## config.mk

```make
export PLATFORM = sky130hd
export DESIGN_NAME = ipc_input_pair_config_regs
export DESIGN_NICKNAME = d
export VERILOG_FILES = /design/src/shared/ipc_pkg.sv /design/src/logic/ipc_input_pair_config_regs.sv
export VERILOG_INCLUDE_DIRS = /design/src /design/src/shared
export SDC_FILE = /design/constraint.sdc
export NUM_CORES = 1
export LEC_CHECK = 0
export BUFFER_PORTS_ARGS = -buffer_cell sky130_fd_sc_hd__buf_4
export CORE_ASPECT_RATIO = 1.4
export CORE_MARGIN = 4
export CORE_UTILIZATION = 45
export DETAILED_ROUTE_END_ITERATION = 8
export PLACE_DENSITY = 0.75
export SKIP_LAST_GASP = 1
export SLEW_MARGIN = 20
export SYNTH_ARGS = -nofsm -noshare
export SYNTH_HDL_FRONTEND = slang
export SYNTH_SLANG_ARGS = --single-unit
```

## constraint.sdc

```tcl
create_clock -name clk -period 1.4 [get_ports clk]
set_input_delay 0.21 -clock clk [delete_from_list [all_inputs] [get_ports clk]]
set_output_delay 0.21 -clock clk [all_outputs]
set_load 0.005 [all_outputs]
```

## src/shared/ipc_consts.svh

```systemverilog
// Register offsets, field positions and reset values for the input pair setup bank.
`ifndef IPC_CONSTS_SVH
`define IPC_CONSTS_SVH

// ****************************************************************
// Register offsets (register index on the documented access port)
// ****************************************************************
`define IPC_OFS_PAIR_THREE_FOUR  16'h9c77
`define IPC_OFS_PAIR_FIVE_SIX    16'h9c78
`define IPC_OFS_PAIR_SEVEN_EIGHT 16'h9c79

// ****************************************************************
// Field positions
// ****************************************************************
`define IPC_BIT_EN_ODD     15
`define IPC_BIT_EN_EVEN    14
`define IPC_BIT_MEAS_MV    13
`define IPC_BIT_CJC        12
`define IPC_BIT_REJ_60     11
`define IPC_FILT_HI        10
`define IPC_FILT_LO        8
`define IPC_TC_ODD_HI      7
`define IPC_TC_ODD_LO      4
`define IPC_TC_EVEN_HI     3
`define IPC_TC_EVEN_LO     0

// ****************************************************************
// Reset values
// ****************************************************************
`define IPC_TC_DEFAULT     4'h0
`define IPC_FILT_DEFAULT   3'h2
`define IPC_PAIR_RESET     16'hd200
`define IPC_EN_ONLY_RESET  16'hc000

`endif

```

## src/shared/ipc_pkg.sv

```systemverilog
// Types shared by the input pair setup bank.
`default_nettype none
package ipc_pkg;
  // One sixteen-bit configuration word.
  typedef logic [15:0] ipc_word_t;

  // All state of the register bank.
  typedef struct packed {
    ipc_word_t pair_three_four_tc;   // Thermocouple codes of inputs 3 and 4 (low byte only).
    ipc_word_t pair_five_six_setup;  // Full setup of inputs 5 and 6.
    ipc_word_t pair_seven_eight_en;  // Enable bits of inputs 7 and 8 (top two bits only).
    ipc_word_t rd_data;              // Registered read answer.
    logic      rd_valid;             // Read answer strobe.
  } ipc_state_s;
endpackage : ipc_pkg
`default_nettype wire
```

## src/logic/ipc_input_pair_config_regs.sv

```systemverilog
// Configuration holding registers for thermocouple input pairs 3/4, 5/6 and 7/8.
`include "ipc_consts.svh"
`default_nettype none

// Summary of operation
// - Bits 15/14 enable odd/even input, default on
// - Bit 13 picks millivolts, default temperature
// - Bit 12 enables cold-junction compensation, default on
// - Bit 11 picks 60 Hz; filter default 010
// - Inputs 5/6 thermocouple codes, default type J
// - Inputs 3/4 thermocouple codes, default type J
module ipc_input_pair_config_regs (
  // Clock and reset.
  input  wire logic        clk,
  input  wire logic        rst_n,
  // Register access port from the protocol engine.
  input  wire logic        reg_wr,
  input  wire logic        reg_rd,
  input  wire logic [15:0] reg_addr,
  input  wire logic [15:0] reg_wdata,
  output var  logic [15:0] reg_rdata,
  output var  logic        reg_rvalid,
  // Settings of inputs 3 and 4.
  output var  logic [3:0]  tc_kind_in3,
  output var  logic [3:0]  tc_kind_in4,
  // Settings of inputs 5 and 6.
  output var  logic        enable_in5,
  output var  logic        enable_in6,
  output var  logic        measure_mv_56,
  output var  logic        cold_junction_56,
  output var  logic        reject_60hz_56,
  output var  logic [2:0]  filter_code_56,
  output var  logic [3:0]  tc_kind_in5,
  output var  logic [3:0]  tc_kind_in6,
  // Settings of inputs 7 and 8.
  output var  logic        enable_in7,
  output var  logic        enable_in8
);

  // ****************************************************************
  // Address decode
  // ****************************************************************

  // Decode is needed by both the write and read paths, so it lives in one function.
  function automatic logic [2:0] ipc_decode(input logic [15:0] addr);
    ipc_decode = {addr == `IPC_OFS_PAIR_SEVEN_EIGHT,
                  addr == `IPC_OFS_PAIR_FIVE_SIX,
                  addr == `IPC_OFS_PAIR_THREE_FOUR};
  endfunction

  // ****************************************************************
  // State
  // ****************************************************************

  ipc_pkg::ipc_state_s st;       // Registered state.
  ipc_pkg::ipc_state_s next_st;  // Next state.
  logic [2:0]          sel;      // One-hot register select.

  // Next-state logic: writes store only the bits this bank owns; the rest read as zero.
  always_comb begin
    // The decode is one-hot, so at most one word is touched by a strobe.
    sel      = ipc_decode(reg_addr);
    // Hold every field unless a strobe says otherwise.
    next_st  = st;
    // The answer strobe follows each read strobe by exactly one cycle.
    next_st.rd_valid = reg_rd;
    if (reg_wr) begin
      if (sel[0]) begin
        // Only the thermocouple codes of this pair are held here.
        next_st.pair_three_four_tc = {8'h00, reg_wdata[7:0]};
      end
      if (sel[1]) begin
        // Every field of the 5/6 word is writable as a whole.
        next_st.pair_five_six_setup = reg_wdata;
      end
      if (sel[2]) begin
        // Only the enables are held; other fields belong elsewhere.
        next_st.pair_seven_eight_en = {reg_wdata[15:14], 14'h0000};
      end
    end
    if (reg_rd) begin
      // Unmapped addresses answer zero rather than stale data.
      case (sel)
        3'h1:    next_st.rd_data = st.pair_three_four_tc;
        3'h2:    next_st.rd_data = st.pair_five_six_setup;
        3'h4:    next_st.rd_data = st.pair_seven_eight_en;
        default: next_st.rd_data = 16'h0000;
      endcase
    end
  end

  // State register; reset values give type J, 50 Hz, filter 010, inputs on.
  always_ff @(posedge clk or negedge rst_n) begin
    if (!rst_n) begin
      // Only constants are loaded here, so the asynchronous branch never samples data.
      // The acquisition side therefore sees documented defaults from the first cycle.
      st.pair_three_four_tc  <= {8'h00, `IPC_TC_DEFAULT, `IPC_TC_DEFAULT};
      st.pair_five_six_setup <= `IPC_PAIR_RESET;
      st.pair_seven_eight_en <= `IPC_EN_ONLY_RESET;
      st.rd_data             <= 16'h0000;
      st.rd_valid            <= 1'b0;
    end else begin
      st <= next_st;
    end
  end

  // ****************************************************************
  // Outputs, each straight from the state flip-flops
  // ****************************************************************

  // Every output is a slice of the state flip-flops, with no logic in between.
  // This keeps the settings glitch free for the acquisition side, at the cost
  // of a one-cycle delay between a write and the new setting taking effect.
  assign reg_rdata        = st.rd_data;
  assign reg_rvalid       = st.rd_valid;
  assign tc_kind_in3      = st.pair_three_four_tc[`IPC_TC_ODD_HI:`IPC_TC_ODD_LO];
  assign tc_kind_in4      = st.pair_three_four_tc[`IPC_TC_EVEN_HI:`IPC_TC_EVEN_LO];
  assign enable_in5       = st.pair_five_six_setup[`IPC_BIT_EN_ODD];
  assign enable_in6       = st.pair_five_six_setup[`IPC_BIT_EN_EVEN];
  assign measure_mv_56    = st.pair_five_six_setup[`IPC_BIT_MEAS_MV];
  assign cold_junction_56 = st.pair_five_six_setup[`IPC_BIT_CJC];
  assign reject_60hz_56   = st.pair_five_six_setup[`IPC_BIT_REJ_60];
  assign filter_code_56   = st.pair_five_six_setup[`IPC_FILT_HI:`IPC_FILT_LO];
  assign tc_kind_in5      = st.pair_five_six_setup[`IPC_TC_ODD_HI:`IPC_TC_ODD_LO];
  assign tc_kind_in6      = st.pair_five_six_setup[`IPC_TC_EVEN_HI:`IPC_TC_EVEN_LO];
  assign enable_in7       = st.pair_seven_eight_en[`IPC_BIT_EN_ODD];
  assign enable_in8       = st.pair_seven_eight_en[`IPC_BIT_EN_EVEN];

  // ****************************************************************
  // Assertions
  // ****************************************************************

  // All checks below watch the pins of this bank only. Each write check looks one
  // cycle after the write strobe, which is when the new setting first stands.
  // Reads are answered one cycle after the read strobe.

  // A read of the 5/6 word in the cycle right after a write to it returns the word just written.
  a_write_then_read: assert property (@(posedge clk) disable iff (!rst_n)
    (reg_wr && reg_addr == `IPC_OFS_PAIR_FIVE_SIX) ##1 (reg_rd && !reg_wr && reg_addr == `IPC_OFS_PAIR_FIVE_SIX)
    |=> (reg_rvalid && reg_rdata == $past(reg_wdata, 2)))
    else $error("Read of 5/6 word does not return last write");

  // The enables of inputs 5 and 6 follow bits 15 and 14 of the last write.
  a_enable_follows_write: assert property (@(posedge clk) disable iff (!rst_n)
    (reg_wr && reg_addr == `IPC_OFS_PAIR_FIVE_SIX) |=> (enable_in5 == $past(reg_wdata[15]) &&
                                                      enable_in6 == $past(reg_wdata[14])))
    else $error("Input 5/6 enable not taken from bits 15 and 14");

  // The measure type follows bit 13 of the last write.
  a_measure_type_bit: assert property (@(posedge clk) disable iff (!rst_n)
    (reg_wr && reg_addr == `IPC_OFS_PAIR_FIVE_SIX) |=> measure_mv_56 == $past(reg_wdata[13]))
    else $error("Measure type not taken from bit 13");

  // The cold-junction switch follows bit 12 of the last write.
  a_cjc_bit: assert property (@(posedge clk) disable iff (!rst_n)
    (reg_wr && reg_addr == `IPC_OFS_PAIR_FIVE_SIX) |=> cold_junction_56 == $past(reg_wdata[12]))
    else $error("Cold-junction switch not taken from bit 12");

  // Rejection and filter code follow bits 11 and 10 to 8 of the last write.
  a_acq_fields: assert property (@(posedge clk) disable iff (!rst_n)
    (reg_wr && reg_addr == `IPC_OFS_PAIR_FIVE_SIX) |=> (reject_60hz_56 == $past(reg_wdata[11]) &&
                                                      filter_code_56 == $past(reg_wdata[10:8])))
    else $error("Rejection or filter field misplaced");

  // The thermocouple codes of inputs 5 and 6 sit in the low byte, odd input on top.
  a_tc_five_six: assert property (@(posedge clk) disable iff (!rst_n)
    (reg_wr && reg_addr == `IPC_OFS_PAIR_FIVE_SIX) |=> (tc_kind_in5 == $past(reg_wdata[7:4]) &&
                                                      tc_kind_in6 == $past(reg_wdata[3:0])))
    else $error("Input 5/6 thermocouple codes misplaced");

  // The thermocouple codes of inputs 3 and 4 use the same layout as the 5/6 word.
  a_tc_three_four: assert property (@(posedge clk) disable iff (!rst_n)
    (reg_wr && reg_addr == `IPC_OFS_PAIR_THREE_FOUR) |=> (tc_kind_in3 == $past(reg_wdata[7:4]) &&
                                                        tc_kind_in4 == $past(reg_wdata[3:0])))
    else $error("Input 3/4 thermocouple codes misplaced");

  // Without a write the filter code, the input 7 enable and the input 3 code may not drift, or an acquisition would change mode.
  a_settings_hold: assert property (@(posedge clk) disable iff (!rst_n)
    !reg_wr |=> $stable(filter_code_56) && $stable(enable_in7) && $stable(tc_kind_in3))
    else $error("Setting changed without a write");

  // A read of an index that the bank does not own is answered with zero.
  a_unmapped_zero: assert property (@(posedge clk) disable iff (!rst_n)
    (reg_rd && ipc_decode(reg_addr) == 3'h0) |=> (reg_rvalid && reg_rdata == 16'h0000))
    else $error("Unmapped read not answered with zero");

  // Straight after reset every setting shows its default, before any write lands.
  a_reset_defaults: assert property (@(posedge clk) disable iff (!rst_n)
    $rose(rst_n) |-> (enable_in5 && enable_in6 && enable_in7 && enable_in8 &&
                      !measure_mv_56 && cold_junction_56 && !reject_60hz_56 &&
                      filter_code_56 == `IPC_FILT_DEFAULT &&
                      tc_kind_in3 == `IPC_TC_DEFAULT && tc_kind_in4 == `IPC_TC_DEFAULT &&
                      tc_kind_in5 == `IPC_TC_DEFAULT && tc_kind_in6 == `IPC_TC_DEFAULT))
    else $error("Setting not at its default after reset");

  // The answer strobe stands for exactly the one cycle after each read strobe.
  a_rvalid_pulse: assert property (@(posedge clk) disable iff (!rst_n)
    1'b1 |=> reg_rvalid == $past(reg_rd))
    else $error("Read answer strobe not one cycle after the read");

  // Bits that the bank does not hold read back as zero, whatever was written into them.
  a_unheld_high_zero: assert property (@(posedge clk) disable iff (!rst_n)
    (reg_rd && reg_addr == `IPC_OFS_PAIR_THREE_FOUR) |=> reg_rdata[15:8] == 8'h00)
    else $error("Unheld bits of the 3/4 word read nonzero");

  a_unheld_low_zero: assert property (@(posedge clk) disable iff (!rst_n)
    (reg_rd && reg_addr == `IPC_OFS_PAIR_SEVEN_EIGHT) |=> reg_rdata[13:0] == 14'h0000)
    else $error("Unheld bits of the 7/8 word read nonzero");

  // A read in the same cycle as a write to the word answers with the word as it stood before.
  a_read_old_value: assert property (@(posedge clk) disable iff (!rst_n)
    (reg_rd && reg_wr && reg_addr == `IPC_OFS_PAIR_FIVE_SIX)
    |=> reg_rdata == $past({enable_in5, enable_in6, measure_mv_56, cold_junction_56,
                           reject_60hz_56, filter_code_56, tc_kind_in5, tc_kind_in6}))
    else $error("Read during write did not return the old word");

  // ****************************************************************
  // Coverage of the main scenarios
  // ****************************************************************

  // A full write of the 5/6 word.
  c_write_five_six: cover property (@(posedge clk) disable iff (!rst_n)
    reg_wr && reg_addr == `IPC_OFS_PAIR_FIVE_SIX);
  c_disable_in8: cover property (@(posedge clk) disable iff (!rst_n) !enable_in8);
  c_read_back: cover property (@(posedge clk) disable iff (!rst_n)
    reg_rvalid && reg_rdata != 16'h0000);
  // A write followed at once by a read of the same word.
  c_back_to_back: cover property (@(posedge clk) disable iff (!rst_n)
    (reg_wr && reg_addr == `IPC_OFS_PAIR_FIVE_SIX) ##1 (reg_rd && !reg_wr && reg_addr == `IPC_OFS_PAIR_FIVE_SIX));
  // A read and a write in one cycle.
  c_read_during_write: cover property (@(posedge clk) disable iff (!rst_n) reg_rd && reg_wr);

endmodule // ipc_input_pair_config_regs
`default_nettype wire

```

Word-level counts from Yosys, hierarchy flattened --
Index checks and enable logic that the tools add are counted.
Word-level totals: latch bits 0, memory bits (writable) 0, bits in read-only memories 0, output and inout port bits 43, input port bits 36, register bits 43, memories 0, word-level logic and storage cells 15
Cells by class: eq/ne operators 6, reduce and logical (&&, ||, !) cells 3, shifts and indexed selects 0, muxes and demuxes 1, bitwise operators 0, $lt $le $gt $ge 0, multipliers 0, add/subtract/negate cells 0, div/mod/pow operators 0
Operator list (count):
- 16-bit == test (second input constant) | 3
- 16-bit case mux with 3 select lines | 1
- 2-bit AND reduction | 3
- 3-bit by 1-bit == test with 1-bit output (second input constant) | 1
- 3-bit by 2-bit == test with 1-bit output (second input constant) | 1
- 3-bit == test (second input constant) | 1

Logic depth before layout (Yosys ltp) --
word-level depth 3, gate-level depth with buffers 6, mapped depth without buffers 4

Worst setup path before layout --
No wires, ideal clock.
path type input -> register, start input port reg_addr[14], end register st, in the netlist measure_mv_56, stages on the path 6, data arrival time 1514 ps, path buffers 2, library setup time 127 ps, data required time 1273 ps, path slack -242 ps, cells stage by stage nand4bb_4 -> nor3_4 -> and3_1 -> buf_2 -> buf_6 -> mux2_1
Between the ends: cells in the longest elaborated chain, start to end 2
RTL lines:
- start, declared | RTL line ipc_input_pair_config_regs.sv:19 | input wire logic [15:0] reg_addr,
- 16-bit == test (no line)
- 2-bit AND reduction (no line)
- end signal, assigned | RTL line ipc_input_pair_config_regs.sv:103 | st <= next_st;
- end, declared | RTL line ipc_input_pair_config_regs.sv:55 | ipc_pkg::ipc_state_s st;
No other way between the ends. A chain may end at the register's enable or synchronous reset.

Worst setup path after layout --
start input port reg_addr[9], end register st, in the netlist tc_kind_in5[3]
The elaborated chain is that of the path after synthesis.

==> results.md <==
* Net Sw Frac at 23.3%
* Vias in the first global route at 1646
* M1 GR Usage at 19.4%
* Proportion of layout cells with a drive suffix above 1 at 57.0%
* Worst path top cell family by delay: simple AND/OR/NAND/NOR gates
* Core Util, Final at between 60% and 70%
* Post-synth ARST share at 100%
* Worst EP required at 1590 ps
* Die ar. at 5250 um^2
* Post-synth top area cell: dfrtp_1
* Synth area leaders: dfrtp_1 (50%), mux2_1 (9.1%), dfstp_2 (8.5%)
* FF-to-FF End: reg_rdata[14]
* Vias/cell at between 5 and 6
* Maximum number of pins on one net before global-route repair at 44
* Leak Pwr at approximately 1.4 nW
* Cell Chain, Critical Path: buf_4 -> nand4bb_4 -> nor3_4 -> and3_1 -> buf_12 -> mux2_1
* Worst R2R Setup Slack at around 470 ps
* Synthesized area per cell at 13.3 um^2
* WS Path Type: in2reg
* Warnings, synthesis at 0
* TritonCTS Buffers at 5
* CP max FO at 11
* Clock share of power at approximately 36%
* Gr busiest metal: met2
* Hold Fails Final Rpt at 0
* Worst path max stage delay at 330 ps
* Hold Crit Class: in2reg
* Comb power frac at 7.4%
* Post-synthesis sequential area ratio at 58.1%
* Flops & latches, synth at 43
* PwrDens at 803 nW/um^2
* Gpl congestion at between 0.7 and 0.8
* Final Skew at between 7 and 8 ps
* Slowest-stage cell, CP: mux2_1
* EDFF count, synth at 0
* # rows at 27
* Critical Path AT at 1490 ps
* Dpl cell area at 2640 um^2
* Clock-pin slew on the worst setup and hold paths at 90 ps
* Clock tree sinks at 43
* IO buf count at 78
* Status: complete, no violations
* Post-DRT Antenna Nets at 0
* Synth top area share at 49.7%
* Worst reg-to-reg path cell count at 3
* Commonest non-fill, non-tap cell in the layout: buf_4
* Clk buf depth at 2
* Crit end category: register
* Netlist area before placement at approximately 1900 um^2
* Worst Tran Pin Value at 524 ps
* Hold depth at 2
* Post-DP HPWL at 3.64 mm
* Routed len/inst at 16.7 um
* Core area at 3950 um^2
* Syn_nets at 176
* Max Slew Vio Count at 0
* Chip width at 62.4 um
* Buf+Inv Stages, Crit Path at 2
* # nets final at 272
* Peak VDD IR at between 0.9 and 1 mV
* CTS tree: yes
* FMAX at 770 MHz
* Total track usage at about a fifth
* Sw Pwr at 513 uW
* Starting density of the core at 47.2%
* Seq pwr share at a little under three fifths
* P_int at between 1.5 and 2 mW
* Main synth FF type: dfrtp_1
* M2 GR Usage at 35.3%
* Final instance area at about 2700 um^2
* WHS Endpoint: filter_code_56[2]
* GRT overflow at 0
* Antenna violations before repair at 0
* Hold Path Origin: reg_wdata[10]
* Clk root buf: clkbuf_8
* Drt drc at 0
* N_diodes at 0
* Post-route minimum period at 1300 ps
* RSZ-0062 raised after global routing: false
* Most frequent cells in the layout: buf_4 (93), dfrtp_1 (37), inv_1 (17)
* H-tree Lvls at 2
* Io pins at 79
* DRT Wirelength at 4.68 mm
* Slew Limit Headroom at between 60% and 70%
* Type of origin of the critical path: input port
* First-pass GRT wire length at 7.87 mm
* Worst reg2reg path startpoint: enable_in6
* Period utilization at 92.8%
* Max Cap Violations at 0
* Routed via count at 1442
* Die Y at 84.2 um
* Area grow syn2layout at 47.3%
* Worst-Skew Late Latency at 300 ps
* Count of final setup violators at 0
* Synth Instances at 140
* Hold Slack at between 100 and 150 ps
* Met3 Track Usage GR at 5.62%
* DRT Pass-1 Iters at 4
* Distinct cells, synth at 25
* DRT iter0 DRCs at 30
[worst max-delay path by stage]
stage / slack (ps) / from / to / depth (start not counted)
3_3_place_gp: -210 / reg_addr[0] / tc_kind_in5[1] / 5
3_5_place_dp: -250 / reg_addr[0] / tc_kind_in5[3] / 5
4_1_cts: 60 / reg_addr[0] / tc_kind_in5[3] / 5
2_1_floorplan: -170 / reg_addr[9] / measure_mv_56 / 6
6_report: 100 / reg_addr[9] / tc_kind_in5[3] / 6
5_1_grt: 50 / reg_addr[9] / tc_kind_in5[3] / 6
[timing repair]
| item | in CTS | in global routing |
|---|---|---|
| hold buffers | 1 | 0 |
| hold endpoints to repair | 37 | 0 |
| endpoints found under the setup margin | 0 | 2 |
| buffers inserted | 0 | 0 |
| resized for setup | 0 | 1 |
[final cells by class]
cell class	instances	area [um^2]
Fill cell	284	1210
Clock inverter	3	25.0
Inverter	17	63.8
Clock buffer	5	68.8
Multi-Input combinational cell	74	723
Tap cell	43	53.8
Timing Repair Buffer	95	728
Sequential cell	43	1080
[routing by layer]
layer,up-vias,routed length [um]
met1,706,1570
met4,0,71
met2,39,2790
met5,-,0
met3,7,247
li1,690,-
[cell usage after synthesis (2+ instances only)]
cell type and count:
dfstp_2 6, o21ai_0 6, mux2_1 15, nand3_1 7, nand2_1 3, dfrtp_1 37, clkbuf_1 3, inv_1 17
a22oi_1 8, nand4bb_4 2, mux2_2 13, o22ai_1 10
[power groups by stage]
stage | combinational [mW] | clock (mW) | sequential (mW)
after global routing | 0.179 | 0.879 | 1.24
after detailed placement | 0.161 | 0 | 1.27
after global placement | 0.157 | 0 | 1.27
after CTS | 0.164 | 0.822 | 1.24
after floorplan | 0.0299 | 0 | 1.27
final | 0.162 | 0.798 | 1.24
[cells by family after synthesis]
logic type      share of synthesized area, %
flops                                   58.1
mux                                     16.9
compound gates                          8.59
buf+inv                                 5.30
simple gates                            11.1
[flip-flops by register name, indices dropped and copies added (netlist names)]
name              cells
tc_kind_in4           4
reject_60hz_56        1
reg_rvalid            1
tc_kind_in6           4
enable_in7            1
enable_in6            1
enable_in8            1
tc_kind_in5           4
measure_mv_56         1
filter_code_56        3
cold_junction_56      1
reg_rdata            16
enable_in5            1
tc_kind_in3           4
[metrics by stage]
step	instances	TNS, ps	setup slack (ps)	power (mW)
2_1_floorplan	140	-1930	-166	1.30
6_report	280	0	101	2.20
5_1_grt	280	0	54.3	2.30
3_5_place_dp	271	-5710	-250	1.43
3_3_place_gp	271	-4740	-206	1.42
4_1_cts	280	0	63.2	2.23
Note: power is estimated with default switching activity, not from simulation.
